### config.mk
export PLATFORM = sky130hd
export DESIGN_NAME = mcst_top
export DESIGN_NICKNAME = d
export VERILOG_FILES = /design/src/hw/mcst_pkg.sv /design/src/hw/mcst_top.sv
export SDC_FILE = /design/constraint.sdc
export NUM_CORES = 1
export LEC_CHECK = 0
export BUFFER_PORTS_ARGS = -buffer_cell sky130_fd_sc_hd__buf_2
export CORE_ASPECT_RATIO = 0.75
export CORE_UTILIZATION = 50
export DETAILED_ROUTE_END_ITERATION = 8
export PLACE_DENSITY = 0.69
export SKIP_CTS_REPAIR_TIMING = 1
export SLEW_MARGIN = 20
export SYNTH_ARGS = -nofsm -noshare
export SYNTH_HDL_FRONTEND = slang
export SYNTH_SLANG_ARGS = --single-unit
### constraint.sdc
create_clock -name mclk -period 5.03 [get_ports mclk]
set_input_delay 0.2515 -clock mclk [delete_from_list [all_inputs] [get_ports mclk]]
set_output_delay 0.2515 -clock mclk [all_outputs]
set_load 0.05 [all_outputs]
### src/hw/mcst_pkg.sv
// Constants and types for the module control and status timing block
package mcst_pkg;

    // ==========================================================
    // Clock
    localparam int unsigned CLK_PERIOD_PS = 8000;

    // ==========================================================
    // Documented times, in their own units
    localparam int unsigned T_INIT_MS        = 2000;
    localparam int unsigned T_RESET_PULSE_US = 2;
    localparam int unsigned T_LOW_POWER_PIN_US      = 100;
    localparam int unsigned T_IRQ_ON_MS      = 200;
    localparam int unsigned T_IRQ_OFF_US     = 500;
    localparam int unsigned T_LOS_MS         = 100;
    localparam int unsigned T_FLAG_MS        = 200;
    localparam int unsigned T_MASK_MS        = 100;
    localparam int unsigned T_SEL_US         = 100;
    localparam int unsigned T_PDOWN_ON_MS    = 100;
    localparam int unsigned T_PDOWN_OFF_MS   = 300;

    // ==========================================================
    // Cycle counts: least times round up, longest round down
    localparam longint unsigned INIT_CYC =
        (64'(T_INIT_MS) * 64'd1000000000) / 64'(CLK_PERIOD_PS);
    localparam int unsigned RST_MIN_CYC =
        (T_RESET_PULSE_US * 1000000 + CLK_PERIOD_PS - 1) / CLK_PERIOD_PS;
    localparam int unsigned LP_CYC  = (T_LOW_POWER_PIN_US * 1000000) / CLK_PERIOD_PS;
    localparam int unsigned SEL_CYC = (T_SEL_US * 1000000) / CLK_PERIOD_PS;
    localparam int unsigned IRQ_OFF_CYC = (T_IRQ_OFF_US * 1000000) / CLK_PERIOD_PS;

    // Counter widths
    localparam int unsigned LCNT_W = 32;
    localparam int unsigned SCNT_W = 16;

    // ==========================================================
    // Flag layout
    localparam int unsigned NFLAG    = 8;
    localparam int unsigned FLAG_LOS = 0;

    // ==========================================================
    // Reset values
    localparam logic [NFLAG-1:0] MASK_RST = 8'h00;

    typedef enum logic [1:0] {
        MCST_INIT,
        MCST_RUN,
        MCST_PDOWN
    } mcst_mode_t;

endpackage : mcst_pkg

### src/hw/mcst_top.sv
// Module control and status timing logic: init, reset filter, power, select, interrupt
`timescale 1ns/1ps

// What this block does
// - Leaves initialisation and becomes functional within 2000 ms of power-on or reset.
// - A reset input low shorter than 2 us is ignored; host holds it longer.
// - Two-wire bus answering is enabled no later than 2000 ms after power-on.
// - Within 2000 ms, clears data-not-ready bit and asserts the interrupt output.
// - Interrupt assertion from data-not-ready clearing signals the module is functional.
// - Low-power input high drops to lower power within 100 us.
// - Interrupt output goes low within 200 ms of any triggering condition.
// - Reading flags clears them; interrupt released within 500 us of that read.
// - Loss-of-signal sets its flag and asserts interrupt within 100 ms.
// - Other conditions set their flag and assert interrupt within 200 ms.
// - Setting a mask bit inhibits that flag's interrupt within 100 ms.
// - Clearing a mask bit restores that flag's interrupt within 100 ms.
// - Bus select asserted enables bus answers within 100 us.
// - Bus select deasserted stops bus answers within 100 us.
// - Power-down bit set enters lower power within 100 ms.
// - Power-down bit cleared returns to full function within 300 ms.
// - Mask and power-down delays count from the end of the write transfer.
module mcst_top
    import mcst_pkg::*;
#(
    parameter longint unsigned INIT_CYCLES = mcst_pkg::INIT_CYC
) (
    // Clock and reset
    input  wire logic               mclk,
    input  wire logic               arst_n,
    // Module pins
    input  wire logic               module_reset_in_n,
    input  wire logic               bus_select_in_n,
    input  wire logic               low_power_pin,
    output logic                    irq_out_n,
    // Flag conditions from the monitors, raw levels
    input  wire logic [mcst_pkg::NFLAG-1:0] flag_cond_in,
    // Register side, pulses at end of the bus transfer
    input  wire logic               flag_read_done,
    input  wire logic [mcst_pkg::NFLAG-1:0] mask_wr_data,
    input  wire logic               mask_wr_done,
    input  wire logic               pdown_wr_data,
    input  wire logic               pdown_wr_done,
    // Status and control outputs
    output logic [mcst_pkg::NFLAG-1:0] flag_out,
    output logic                    data_not_ready,
    output logic                    bus_answer_en,
    output logic                    low_power_out,
    output logic                    functional_out
);
    import mcst_pkg::*;

    // ==========================================================
    // State
    typedef struct packed {
        logic [1:0]        rst_s;
        logic [1:0]        sel_s;
        logic [1:0]        lp_s;
        logic [NFLAG-1:0]  c0;
        logic [NFLAG-1:0]  c1;
        logic [SCNT_W-1:0] rst_cnt;
        logic [LCNT_W-1:0] init_cnt;
        mcst_mode_t        mode;
        logic              pdown;
        logic [NFLAG-1:0]  mask;
        logic [NFLAG-1:0]  flags;
        logic              irq_n;
        logic              dnr;
        logic              dnr_irq;
        logic              bus_en;
        logic              lowp;
        logic              func;
    } mcst_state_t;

    mcst_state_t st_q, st_d;

    logic [NFLAG-1:0] cond_s;
    assign cond_s = st_q.c1;

    // ==========================================================
    // Next state
    always_comb begin
        st_d = st_q;
        st_d.rst_s = {st_q.rst_s[0], module_reset_in_n};
        st_d.sel_s = {st_q.sel_s[0], bus_select_in_n};
        st_d.lp_s  = {st_q.lp_s[0], low_power_pin};
        st_d.c0    = flag_cond_in;
        st_d.c1    = st_q.c0;

        // Reset pin filter: short glitches counted but never act
        if (!st_q.rst_s[1]) begin
            if (st_q.rst_cnt < SCNT_W'(RST_MIN_CYC)) begin
                st_d.rst_cnt = st_q.rst_cnt + 1'b1;
            end
        end else begin
            st_d.rst_cnt = '0;
        end

        // Mask and power-down updates take effect on the completion pulse
        if (mask_wr_done) begin
            st_d.mask = mask_wr_data;
        end
        if (pdown_wr_done) begin
            st_d.pdown = pdown_wr_data;
        end

        // Sticky flags: a set in the same cycle as a clear wins
        if (flag_read_done) begin
            st_d.flags   = cond_s;
            st_d.dnr_irq = 1'b0;
        end else begin
            st_d.flags = st_q.flags | cond_s;
        end

        unique case (st_q.mode)
            MCST_INIT: begin
                st_d.dnr = 1'b1;
                if (st_q.init_cnt >= LCNT_W'(INIT_CYCLES - 1)) begin
                    st_d.mode    = st_q.pdown ? MCST_PDOWN : MCST_RUN;
                    st_d.dnr     = 1'b0;
                    st_d.dnr_irq = 1'b1;
                end else begin
                    st_d.init_cnt = st_q.init_cnt + 1'b1;
                end
            end
            MCST_RUN: begin
                if (st_q.pdown) begin
                    st_d.mode = MCST_PDOWN;
                end
            end
            MCST_PDOWN: begin
                if (!st_q.pdown) begin
                    st_d.mode = MCST_RUN;
                end
            end
            // Fourth code of the mode field is unused; fall back to init without clearing init_cnt
            default: begin
                st_d.mode = MCST_INIT;
            end
        endcase

        // Filtered reset restarts initialisation
        if (st_q.rst_cnt >= SCNT_W'(RST_MIN_CYC)) begin
            st_d.mode     = MCST_INIT;
            st_d.init_cnt = '0;
            st_d.dnr      = 1'b1;
            st_d.dnr_irq  = 1'b0;
            st_d.flags    = '0;
        end

        st_d.bus_en = (st_q.mode != MCST_INIT) && !st_q.sel_s[1];
        st_d.lowp   = st_q.lp_s[1] || (st_q.mode == MCST_PDOWN);
        // Interrupt held off until init completes
        st_d.irq_n  = (st_q.mode == MCST_INIT) ||
                      !(st_q.dnr_irq || |(st_q.flags & ~st_q.mask));
        // Registered so the pin never shows a decode glitch
        st_d.func   = (st_d.mode == MCST_RUN);
    end

    always_ff @(posedge mclk or negedge arst_n) begin
        if (!arst_n) begin
            st_q          <= '0;
            st_q.rst_s    <= 2'h3;
            st_q.sel_s    <= 2'h3;
            st_q.mode     <= MCST_INIT;
            st_q.mask     <= MASK_RST;
            st_q.irq_n    <= 1'b1;
            st_q.dnr      <= 1'b1;
        end else begin
            st_q <= st_d;
        end
    end

    assign irq_out_n      = st_q.irq_n;
    assign flag_out       = st_q.flags;
    assign data_not_ready = st_q.dnr;
    assign bus_answer_en  = st_q.bus_en;
    assign low_power_out  = st_q.lowp;
    assign functional_out = st_q.func;

    // ==========================================================
    // Checks
    init_irq_a: assert property (@(posedge mclk) disable iff (!arst_n)
        (st_q.mode == MCST_INIT) |=> irq_out_n)
        else $error("interrupt asserted during init");
    dnr_irq_a: assert property (@(posedge mclk) disable iff (!arst_n)
        (st_q.mode == MCST_INIT && st_d.mode != MCST_INIT && st_d.dnr_irq)
        |=> !data_not_ready ##1 !irq_out_n)
        else $error("no interrupt after init done");
    los_set_a: assert property (@(posedge mclk) disable iff (!arst_n)
        (st_q.mode != MCST_INIT && flag_cond_in[FLAG_LOS]) |-> ##[1:4] flag_out[FLAG_LOS])
        else $error("loss flag not set");
    irq_on_a: assert property (@(posedge mclk) disable iff (!arst_n)
        (st_q.mode != MCST_INIT && |(flag_out & ~st_q.mask)) |=> !irq_out_n)
        else $error("interrupt not asserted");
    mask_wr_a: assert property (@(posedge mclk) disable iff (!arst_n)
        mask_wr_done |=> (st_q.mask == $past(mask_wr_data)))
        else $error("mask write lost");
    sel_on_a: assert property (@(posedge mclk) disable iff (!arst_n)
        (st_q.mode != MCST_INIT && !bus_select_in_n)[*4] |-> bus_answer_en)
        else $error("bus not answering");
    sel_off_a: assert property (@(posedge mclk) disable iff (!arst_n)
        bus_select_in_n[*4] |-> !bus_answer_en)
        else $error("bus still answering");
    lp_on_a: assert property (@(posedge mclk) disable iff (!arst_n)
        low_power_pin[*4] |-> low_power_out)
        else $error("low power not entered");
    pdown_a: assert property (@(posedge mclk) disable iff (!arst_n)
        (st_q.pdown && st_q.mode != MCST_INIT) |-> ##[1:3] low_power_out)
        else $error("power-down not entered");
    rst_glitch_a: assert property (@(posedge mclk) disable iff (!arst_n)
        (st_q.mode == MCST_RUN && module_reset_in_n) |=> st_q.mode != MCST_INIT)
        else $error("reset taken without pulse");

    // ==========================================================
    // Initialisation checks
    mode_legal_a: assert property (@(posedge mclk) disable iff (!arst_n)
        st_q.mode inside {MCST_INIT, MCST_RUN, MCST_PDOWN})
        else $error("mode register holds unused code");

    init_len_a: assert property (@(posedge mclk) disable iff (!arst_n)
        st_q.init_cnt <= LCNT_W'(INIT_CYCLES - 1))
        else $error("init counter ran past its end");

    dnr_hold_a: assert property (@(posedge mclk) disable iff (!arst_n)
        (st_q.mode == MCST_INIT && st_q.init_cnt < LCNT_W'(INIT_CYCLES - 1))
        |=> data_not_ready)
        else $error("not-ready bit dropped early");

    run_dnr_a: assert property (@(posedge mclk) disable iff (!arst_n)
        (st_q.mode != MCST_INIT) |-> !data_not_ready)
        else $error("not-ready bit set outside init");

    init_done_a: assert property (@(posedge mclk) disable iff (!arst_n)
        (st_q.mode == MCST_INIT && st_q.init_cnt >= LCNT_W'(INIT_CYCLES - 1)
            && st_q.rst_cnt < SCNT_W'(RST_MIN_CYC))
        |=> st_q.dnr_irq)
        else $error("init end raised no interrupt cause");

    bus_init_a: assert property (@(posedge mclk) disable iff (!arst_n)
        (st_q.mode == MCST_INIT) |=> !bus_answer_en)
        else $error("bus answering during init");

    // ==========================================================
    // Reset pin filter checks
    rst_cnt_a: assert property (@(posedge mclk) disable iff (!arst_n)
        st_q.rst_cnt <= SCNT_W'(RST_MIN_CYC))
        else $error("reset filter counter overran");

    rst_clear_a: assert property (@(posedge mclk) disable iff (!arst_n)
        st_q.rst_s[1] |=> (st_q.rst_cnt == '0))
        else $error("reset filter not cleared by high pin");

    rst_take_a: assert property (@(posedge mclk) disable iff (!arst_n)
        (st_q.rst_cnt >= SCNT_W'(RST_MIN_CYC))
        |=> (st_q.mode == MCST_INIT && data_not_ready && flag_out == '0))
        else $error("long reset pulse not taken");

    // ==========================================================
    // Flag and interrupt checks
    flag_sync_a: assert property (@(posedge mclk) disable iff (!arst_n)
        st_q.c1 == $past(st_q.c0))
        else $error("condition synchroniser skipped a stage");

    flag_set_a: assert property (@(posedge mclk) disable iff (!arst_n)
        (st_q.rst_cnt < SCNT_W'(RST_MIN_CYC))
        |=> ((flag_out & $past(cond_s)) == $past(cond_s)))
        else $error("present condition not flagged");

    flag_sticky_a: assert property (@(posedge mclk) disable iff (!arst_n)
        (!flag_read_done && st_q.rst_cnt < SCNT_W'(RST_MIN_CYC))
        |=> ((flag_out & $past(flag_out)) == $past(flag_out)))
        else $error("flag lost without a read");

    read_clr_a: assert property (@(posedge mclk) disable iff (!arst_n)
        (flag_read_done && st_q.rst_cnt < SCNT_W'(RST_MIN_CYC))
        |=> (flag_out == $past(cond_s)))
        else $error("read did not clear flags");

    irq_off_a: assert property (@(posedge mclk) disable iff (!arst_n)
        (st_q.mode != MCST_INIT && flag_read_done && cond_s == '0)
        |=> ##1 irq_out_n)
        else $error("interrupt not released after read");

    mask_on_a: assert property (@(posedge mclk) disable iff (!arst_n)
        (st_q.mode != MCST_INIT && !st_q.dnr_irq && (st_q.flags & ~st_q.mask) == '0)
        |=> irq_out_n)
        else $error("masked flag still interrupts");

    // ==========================================================
    // Power and select checks
    pdown_lp_a: assert property (@(posedge mclk) disable iff (!arst_n)
        (st_q.mode == MCST_PDOWN) |=> low_power_out)
        else $error("power-down mode without low power");

    lp_off_a: assert property (@(posedge mclk) disable iff (!arst_n)
        (!st_q.lp_s[1] && st_q.mode != MCST_PDOWN) |=> !low_power_out)
        else $error("low power without a cause");

    pdown_enter_a: assert property (@(posedge mclk) disable iff (!arst_n)
        (st_q.mode == MCST_RUN && st_q.pdown && st_q.rst_cnt < SCNT_W'(RST_MIN_CYC))
        |=> !functional_out)
        else $error("power-down bit did not leave run");

    pdown_exit_a: assert property (@(posedge mclk) disable iff (!arst_n)
        (st_q.mode == MCST_PDOWN && !st_q.pdown && st_q.rst_cnt < SCNT_W'(RST_MIN_CYC))
        |=> functional_out)
        else $error("power-down clear did not resume run");

    func_mode_a: assert property (@(posedge mclk) disable iff (!arst_n)
        functional_out == (st_q.mode == MCST_RUN))
        else $error("functional output disagrees with mode");

    sel_sync_a: assert property (@(posedge mclk) disable iff (!arst_n)
        (st_q.mode != MCST_INIT && !st_q.sel_s[1])
        |=> bus_answer_en)
        else $error("synced select did not enable bus");

endmodule : mcst_top

; ---- Word-level counts from Yosys, hierarchy flattened
; Index checks and enable logic that the tools add are counted.
[op_classes]
bitwise = 3
n_reduce_logical = 12
mux = 16
addsub = 2
magnitude_cmp = 3
eq_ne = 4
[ops]
columns = cell, n
row1 = 32-bit two-way mux, 2
row2 = 34-bit two-way mux, 1
row3 = 32-bit by 1-bit adder with 32-bit output (second input constant), 1
row4 = 32-bit by 28-bit greater-or-equal comparator with 1-bit output (second input constant), 1
row5 = 16-bit two-way mux, 2
row6 = 16-bit by 1-bit adder with 16-bit output (second input constant), 1
row7 = 16-bit by 8-bit greater-or-equal comparator with 1-bit output (second input constant), 1
row8 = 16-bit by 8-bit less-than comparator with 1-bit output (second input constant), 1
row9 = 8-bit two-way mux, 2
row10 = 2-bit two-way mux, 7
row11 = 8-bit AND, 1
row12 = 8-bit inverter, 1
row13 = 8-bit OR, 1
row14 = 8-bit OR reduction, 1
row15 = 2-bit one-hot mux with 3 select lines, 1
row16 = 2-bit nonzero test, 3
row17 = 2-bit by 1-bit == test with 1-bit output (second input constant), 2
row18 = 1-bit logical OR, 3
row19 = 2-bit == test (second input constant), 1
row20 = 1-bit zero test, 2
row21 = 2-bit zero test, 1
row22 = 2-bit by 1-bit != test with 1-bit output (second input constant), 1
row23 = 2-bit AND reduction, 1
row24 = 1-bit logical AND, 1
row25 = 1-bit two-way mux, 1
[word_totals]
ff_bits = 95
inputBits = 25
out_inout_bits = 13

; ---- Longest topological paths before layout
; Gate-level depths: netlist of run 1.
[depth]
word_depth = 6
ltp_mapped = 8
ltp_nobuf = 7

; ---- Least setup slack after synthesis of run 1
; No wires, ideal clock.
[synth_path]
path_kind = register -> register
from = reg st_q[25] in the netlist's numbering
to = reg st_q (netlist bit data_not_ready)
required_ns = 4.948
arrival_ns = 1.854
stages_incl_launch_ff = 8
period_less_slack_ns = 1.936
setup_slack_ns = 3.094
cell_sequence = dfrtp_1 -> ha_1 -> nand4_2 -> o211a_1 -> nor4_4 -> buf_4 -> nor2_2 -> a211o_1
[synth_via]
elab_chain_len = 4
[synth_rtl]
columns = element, line_no
row1 = start: declaration, mcst_top.sv:74  ; mcst_state_t st_q, st_d;
row2 = start signal: assignment, mcst_top.sv:169  ; st_q <= st_d;
row3 = 32-bit by 28-bit greater-or-equal comparator with 1-bit output, mcst_top.sv:117  ; if (st_q.init_cnt >= LCNT_W'(INIT_CYCLES - 1)) begin
row4 = 2-bit two-way mux, mcst_top.sv:117
row5 = 2-bit two-way mux, mcst_top.sv:114  ; unique case (st_q.mode)
row6 = 2-bit two-way mux, mcst_top.sv:142  ; if (st_q.rst_cnt >= SCNT_W'(RST_MIN_CYC)) begin
; Every way passes these cells. The select of a mux whose other input is x is not followed.
; A chain may end at the register's enable or synchronous reset.

; ---- Final worst setup path of run 1
[layout_path]
from = reg st_q[41] in the netlist's numbering
to = reg st_q[29] in the netlist's numbering
[layout_via]
elab_chain_len = 3
[layout_rtl]
columns = element, line_no
row1 = 32-bit by 28-bit greater-or-equal comparator with 1-bit output, mcst_top.sv:117
row2 = 2-bit by 1-bit != test with 1-bit output (no source line), --
row3 = 2-bit AND reduction (no source line), --
; Every way passes these cells.

==> results of run 1 <==
-- critical path: stages, from the launching register on --
cell and delay (ns):
dfrtp_1 0.44, a311oi_2 0.36, o311a_1 0.72, nand2_1 0.25, or4_1 0.51, a21oi_1 0.15
-- metrics by stage --
stage / utilization, % / hold slack (ns) / power, W / instance area, um2 / std cells
finish: 58.5 / 0.111 / 0.00136 / 4630 / 538
global route: 58.5 / 0.0963 / 0.00142 / 4630 / 538
CTS: 56.9 / -0.108 / 0.00137 / 4510 / 526
detailed placement: 54.6 / 0.283 / 0.000890 / 4320 / 511
global placement: 54.6 / 0.282 / 0.000887 / 4320 / 511
floorplan: - / -0.0441 / 0.000858 / 4090 / 387
-- cell type report --
cell class                      instances  area, um2
Clock inverter                          5       58.8
Sequential cell                        95       2380
Timing Repair Buffer                   53        338
Clock buffer                           10        128
Multi-Input combinational cell        255       1540
Inverter                               15       56.3
Fill cell                             680       3280
Tap cell                              105        131
-- metal layers --
metal  GRT usage [%]  share of wire, %
met5               0                 0
met4            6.16               1.3
met3            4.87               3.4
met2            28.7                44
met1            29.1                51
-- how the worst max path moves through the flow --
| stage | start | to | slack [ns] | depth (start not counted) |
|---|---|---|---|---|
| floorplan | st_q[25]$_DFFE_PN0P_ | data_not_ready$_DFFE_PN1P_ | 3.09 | 7 |
| global placement | st_q[60]$_DFFE_PN0P_ | st_q[27]$_DFFE_PN0P_ | 2.50 | 6 |
| detailed placement | st_q[60]$_DFFE_PN0P_ | st_q[27]$_DFFE_PN0P_ | 2.38 | 6 |
| CTS | st_q[60]$_DFFE_PN0P_ | st_q[27]$_DFFE_PN0P_ | 2.37 | 6 |
| global route | st_q[55]$_DFFE_PN0P_ | st_q[29]$_DFFE_PN0P_ | 2.33 | 5 |
| finish | st_q[41]$_DFFE_PN0P_ | st_q[29]$_DFFE_PN0P_ | 2.52 | 5 |
-- power by group through the flow --
| stage | clock [W] | combinational, W | sequential, W |
|---|---|---|---|
| after floorplan | 0 | 0.0000452 | 0.000812 |
| after global placement | 0 | 0.0000719 | 0.000815 |
| after detailed placement | 0 | 0.0000734 | 0.000816 |
| after CTS | 0.000499 | 0.0000737 | 0.000801 |
| after global routing | 0.000529 | 0.0000886 | 0.000804 |
| final | 0.000481 | 0.0000793 | 0.000801 |
-- synthesized netlist by cell type, types with 2 or more instances --
| master | n | share of area [%] |
|---|---|---|
| nor4b_2 | 2 | 0.73 |
| a21oi_1 | 27 | 3.3 |
| and2_1 | 6 | 0.92 |
| or4_1 | 4 | 0.73 |
| nor2_1 | 40 | 3.7 |
| nor4_1 | 8 | 1.2 |
| a31oi_1 | 2 | 0.31 |
| nor2b_1 | 8 | 1.2 |
| xor2_1 | 9 | 1.9 |
| or3_1 | 18 | 2.8 |
| nand4bb_1 | 3 | 0.83 |
| nand2_1 | 24 | 2.2 |
| buf_2 | 5 | 0.61 |
| nand3_1 | 25 | 3.1 |
| nor4_4 | 2 | 1.0 |
| o21ai_0 | 22 | 2.7 |
| and3_1 | 4 | 0.61 |
| nand4_1 | 15 | 2.3 |
| clkbuf_1 | 8 | 0.73 |
| dfrtp_1 | 89 | 54 |
| nor3_1 | 4 | 0.49 |
| dfstp_2 | 6 | 3.9 |
| xnor2_1 | 5 | 1.1 |
| ha_1 | 3 | 0.92 |
| inv_1 | 14 | 1.3 |
| mux2_2 | 3 | 0.83 |
| buf_4 | 9 | 1.7 |
-- registers in the layout, summed over array words and instances (netlist names) --
| signal | count |
|---|---|
| cond_s | 8 |
| data_not_ready | 1 |
| low_power_out | 1 |
| st_q | 63 |
| flag_out | 8 |
| irq_out_n | 1 |
| st_d | 11 |
| functional_out | 1 |
| bus_answer_en | 1 |
-- cells by family (layout without fill, tap and decap cells) --
| logic type | count (synthesis) | after routing | share of synthesized area, % |
|---|---|---|---|
| AO/OA/AOI/OAI | 65 | 65 | 9.32 |
| buffers and inverters | 37 | 83 | 4.37 |
| XOR/XNOR | 14 | 14 | 3.00 |
| multiplexers | 4 | 4 | 1.07 |
| adder cells (fa/ha/maj) | 3 | 3 | 0.917 |
| flip-flops | 95 | 95 | 58.3 |
| AND/OR/NAND/NOR | 169 | 169 | 23.1 |
==> out/results.txt, run 1 <==
status -> finished clean
maxcap violations -> 0
Final Worst Setup Slack -> 2.52 ns
initial detailed-routing violation count -> 172
warning count from the yosys run -> 0
CTS tree -> built
Clock Tree Buf Depth -> 2
Clock Latency Late Sink -> 0.35 ns
Mapped Nets -> 415
most frequent cells in the layout -> dfrtp_1 (89), nor2_1 (40), buf_2 (36)
Crit path required time -> 5.31 ns
Switch Pwr -> 0.000317 W
die area -> 0.00855 mm2
Power Density -> 294 mW/mm2
Max Fclk -> 398 MHz
min Tclk post-route -> 2.51 ns
slew margin rel. -> 45.3%
Cell Area, Synth -> 0.00409 mm2
Hold/Removal Path Class -> input pin to register
reg2reg end -> st_q[29]$_DFFE_PN0P_
PortBufs -> 37
GR Util All Layers -> 19.8%
DRT Pass-1 Iters -> 4
syn_area_per_cell -> 10.6 um2
Synth Register Bits -> 95
kind of critical path -> register to register
Mapped Cells -> 387
part of the power in combinational logic -> 5.8%
DRC -> 0
WHS Path Cells -> 3
Worst setup SP type -> register
Switching Fraction -> 23.3%
TritonCTS buffer count -> 9
most common cell after layout, fill and taps aside -> dfrtp_1
Horiz. Die Dim -> 106 um
Hold Startpoint -> mask_wr_data[0]
DIE HEIGHT -> 80.4 um
R2R Setup Slk -> 2.52 ns
Initial Util -> 51.7%
EDFF count, synth -> 0
routed vias/inst -> 5.43
diode count -> 0
Primary FF master, synth -> dfrtp_1
dpl hpwl -> 5.20 mm
Max Clock Skew -> 0.0100 ns
Area Overhead vs Synth -> 13.2%
share of layout cells above drive strength 1 -> 17.1%
WHS Endpoint -> st_q[14]$_DFFE_PN0P_
GPL Wtd Cong -> 0.829
initial antenna violation count -> 0
Total Wirelength -> 7.80 mm
remaining global-route overflow -> 0
nets@finish -> 457
CORE AREA -> 0.00792 mm2
htree depth -> 3
final cycle utilization of the critical path -> 49.9%
RSZ-0062 raised after global routing -> false
Worst Setup End Kind -> register
CTS Sinks -> 95
max-slew violation count -> 0
Reg2Reg Depth -> 5
Post-DRT Antenna Nets -> 0
Top-Level Pins -> 38
Power Internal -> 0.00104 W
Setup Viol. Count Final -> 0
sequential share of power -> 58.8%
Cell Rows -> 28
vias in the first global route -> 2,634
CP Max Fanout -> 22
Unique masters post-synth -> 49
Clk Tree Root Cell -> clkbuf_8
Worst-path clk slew -> 0.09 ns
DP Worst Slack -> 2.38 ns
leakage -> 2.07 nW
crit path DAT -> 2.80 ns
Routed WL per cell -> 14.5 um
worst vdd ir -> 0.218 mV
Async SR Flop Fraction -> 100%
final hold vios -> 0
total number of vias -> 2,921
worst r2r src -> st_q[41]$_DFFE_PN0P_
proportion of power drawn by the clock network -> 35.3%
sequential area share after synthesis -> 58.3%
Setup TNS -> 0 ns
slew at the pin with the worst max-slew slack -> 0.813 ns
first-pass GRT wire length -> 12.9 mm
largest net degree at the start of global routing -> 52
Power figures use the tool's default switching activity.
==> run 2, diff against run 1 <==
==> constraint.sdc (replaced) <==
create_clock -name mclk -period 2.4 [get_ports mclk]
set_input_delay 0.12 -clock mclk [delete_from_list [all_inputs] [get_ports mclk]]
set_output_delay 0.12 -clock mclk [all_outputs]
set_load 0.05 [all_outputs]
==> run 2 against run 1 <==
The run now ends with negative hold slack left. Maximum frequency increased by 18%. Sequential share of layout area shrank 1.8 points. Power grew 130%. Die area is the same. Final area up 3.6%. Largest cell class unchanged. Register-to-register slack got worse by 2.2 ns. Via count is 4.2% higher. Largest power group unchanged. Clock power grew to 2.6 times the previous value. Core utilization rose by 2.1 points. Routed wire length rose by 1.9%. Clock skew grew 0.0030 ns.
==> out/results.txt, run 2 (synthesized netlist as in run 1, its figures left out) <==
Cell Rows -> 28
worst vdd ir -> 0.408 mV
placed insts -> 517
initial antenna violation count -> 0
Max Clock Skew -> 0.0130 ns
Power Density -> 646 mW/mm2
CP Max Fanout -> 21
total number of vias -> 3,045
most common cell after layout, fill and taps aside -> dfrtp_1
CORE AREA -> 0.00792 mm2
PortBufs -> 37
largest net degree at the start of global routing -> 42
crit path DAT -> 2.40 ns
kind of critical path -> register to register
max FFs per register -> 63
Fin Hold WS -> -0.0167 ns
Area Overhead vs Synth -> 17.3%
slew at the pin with the worst max-slew slack -> 0.609 ns
Worst Setup End Kind -> register
remaining global-route overflow -> 0
Multi-input gate area -> 0.00153 mm2
final cycle utilization of the critical path -> 88.5%
min Tclk post-route -> 2.12 ns
failing checks -> negative hold slack
Hold/Removal Path Class -> input pin to register
nets@finish -> 469
first-pass GRT wire length -> 13.1 mm
maxcap violations -> 0
Final Worst Setup Slack -> 0.275 ns
DP Worst Slack -> 0.294 ns
Worst-path clk slew -> 0.09 ns
Setup Viol. Count Final -> 0
CTS Sinks -> 95
CTS tree -> built
DIE HEIGHT -> 80.4 um
TritonCTS buffer count -> 9
dpl hpwl -> 5.34 mm
max-slew violation count -> 0
htree depth -> 3
Clk Tree Root Cell -> clkbuf_8
Design Power -> 0.00310 W
leakage -> 2.15 nW
Routed WL per cell -> 14.4 um
Post-DRT Antenna Nets -> 0
most flop-heavy register -> st_q
status -> finished, violations left
die area -> 0.00855 mm2
Total Wirelength -> 7.95 mm
GPL Wtd Cong -> 0.865
final hold vios -> 3
routed vias/inst -> 5.53
share of layout cells above drive strength 1 -> 17.9%
Crit path required time -> 2.67 ns
Setup TNS -> 0 ns
Max Fclk -> 471 MHz
diode count -> 0
DRC -> 0
RSZ-0062 raised after global routing -> false
initial detailed-routing violation count -> 225
fillers -> 673
vias in the first global route -> 2,686
Clock Latency Late Sink -> 0.35 ns
Horiz. Die Dim -> 106 um
Reg area -> 0.00238 mm2
slew margin rel. -> 59.1%
Clock Tree Buf Depth -> 2
Initial Util -> 51.7%
Top-Level Pins -> 38
most frequent cells in the layout -> dfrtp_1 (89), nor2_1 (40), buf_2 (36)
Worst setup SP type -> register
GR Util All Layers -> 19.9%
Layout Cells excl Fill -> 551
DRT Pass-1 Iters -> 5
==> run 2: changes by cell type in the layout (fill, tap and decap cells not counted), sizes merged <==
cell,before,now
inv,15,16
buf,41,47
dlygate4sd3,12,18
bufinv,1,3
clkinvlp,2,1
clkinv,2,1
==> run 2: critical path: stages, from the launching register on <==
cell	delay, ns
dfrtp_1	0.44
or3_1	0.37
a31oi_1	0.30
nor4_4	0.09
buf_4	0.21
or4_1	0.50
a21oi_1	0.15
==> run 2: path summary, 6_finish.rpt <==
check / slack (ns) / cells past startpoint / endpoint / start
worst min-delay path: -0.02 / 3 / st_q[14]$_DFFE_PN0P_ / mask_wr_data[0]
max in group asynchronous: 1.42 / 3 / st_d[92]$_DFF_PN1_ / arst_n
worst min register to register: 0.35 / 0 / cond_s[4]$_DFF_PN0_ / st_d[77]$_DFF_PN0_
min in group asynchronous: 0.26 / 2 / st_q[37]$_DFFE_PN0P_ / arst_n
worst max-delay path: 0.28 / 6 / st_q[29]$_DFFE_PN0P_ / st_q[35]$_DFFE_PN0P_
worst max register to register: 0.28 / 6 / st_q[29]$_DFFE_PN0P_ / st_q[35]$_DFFE_PN0P_
==> run 2: metrics by stage <==
stage / utilization (%) / area [um2] / hold slack [ns]
floorplan: - / 4090 / -0.176
finish: 60.6 / 4800 / -0.0167
detailed placement: 55.3 / 4380 / 0.112
global placement: 55.3 / 4380 / 0.115
global route: 60.6 / 4800 / 0.00141
CTS: 58.3 / 4620 / -0.279
==> run 2: report_power, final <==
| part | total (W) | internal (W) | switching, W |
|---|---|---|---|
| Clock | 0.00125 | 0.000700 | 0.000546 |
| Combinational | 0.000178 | 0.0000692 | 0.000108 |
| Sequential | 0.00168 | 0.00165 | 0.0000294 |
| Total | 0.00310 | 0.00242 | 0.000684 |
==> run 2: final cells by class <==
class                      instances  share of cell area (%)
multi-input combinational        255                    31.9
tap                              105                    2.74
inverter                          15                    1.17
clock inverter                     6                    2.40
sequential                        95                    49.7
timing repair buffer              65                    9.49
clock buffer                      10                    2.66
==> run 2: layer usage <==
layer	share of wire [%]	global-route usage [%]
met4	1.0	5.48
met3	5.5	5.28
met1	50	29.1
met2	44	29.2
met5	0	0
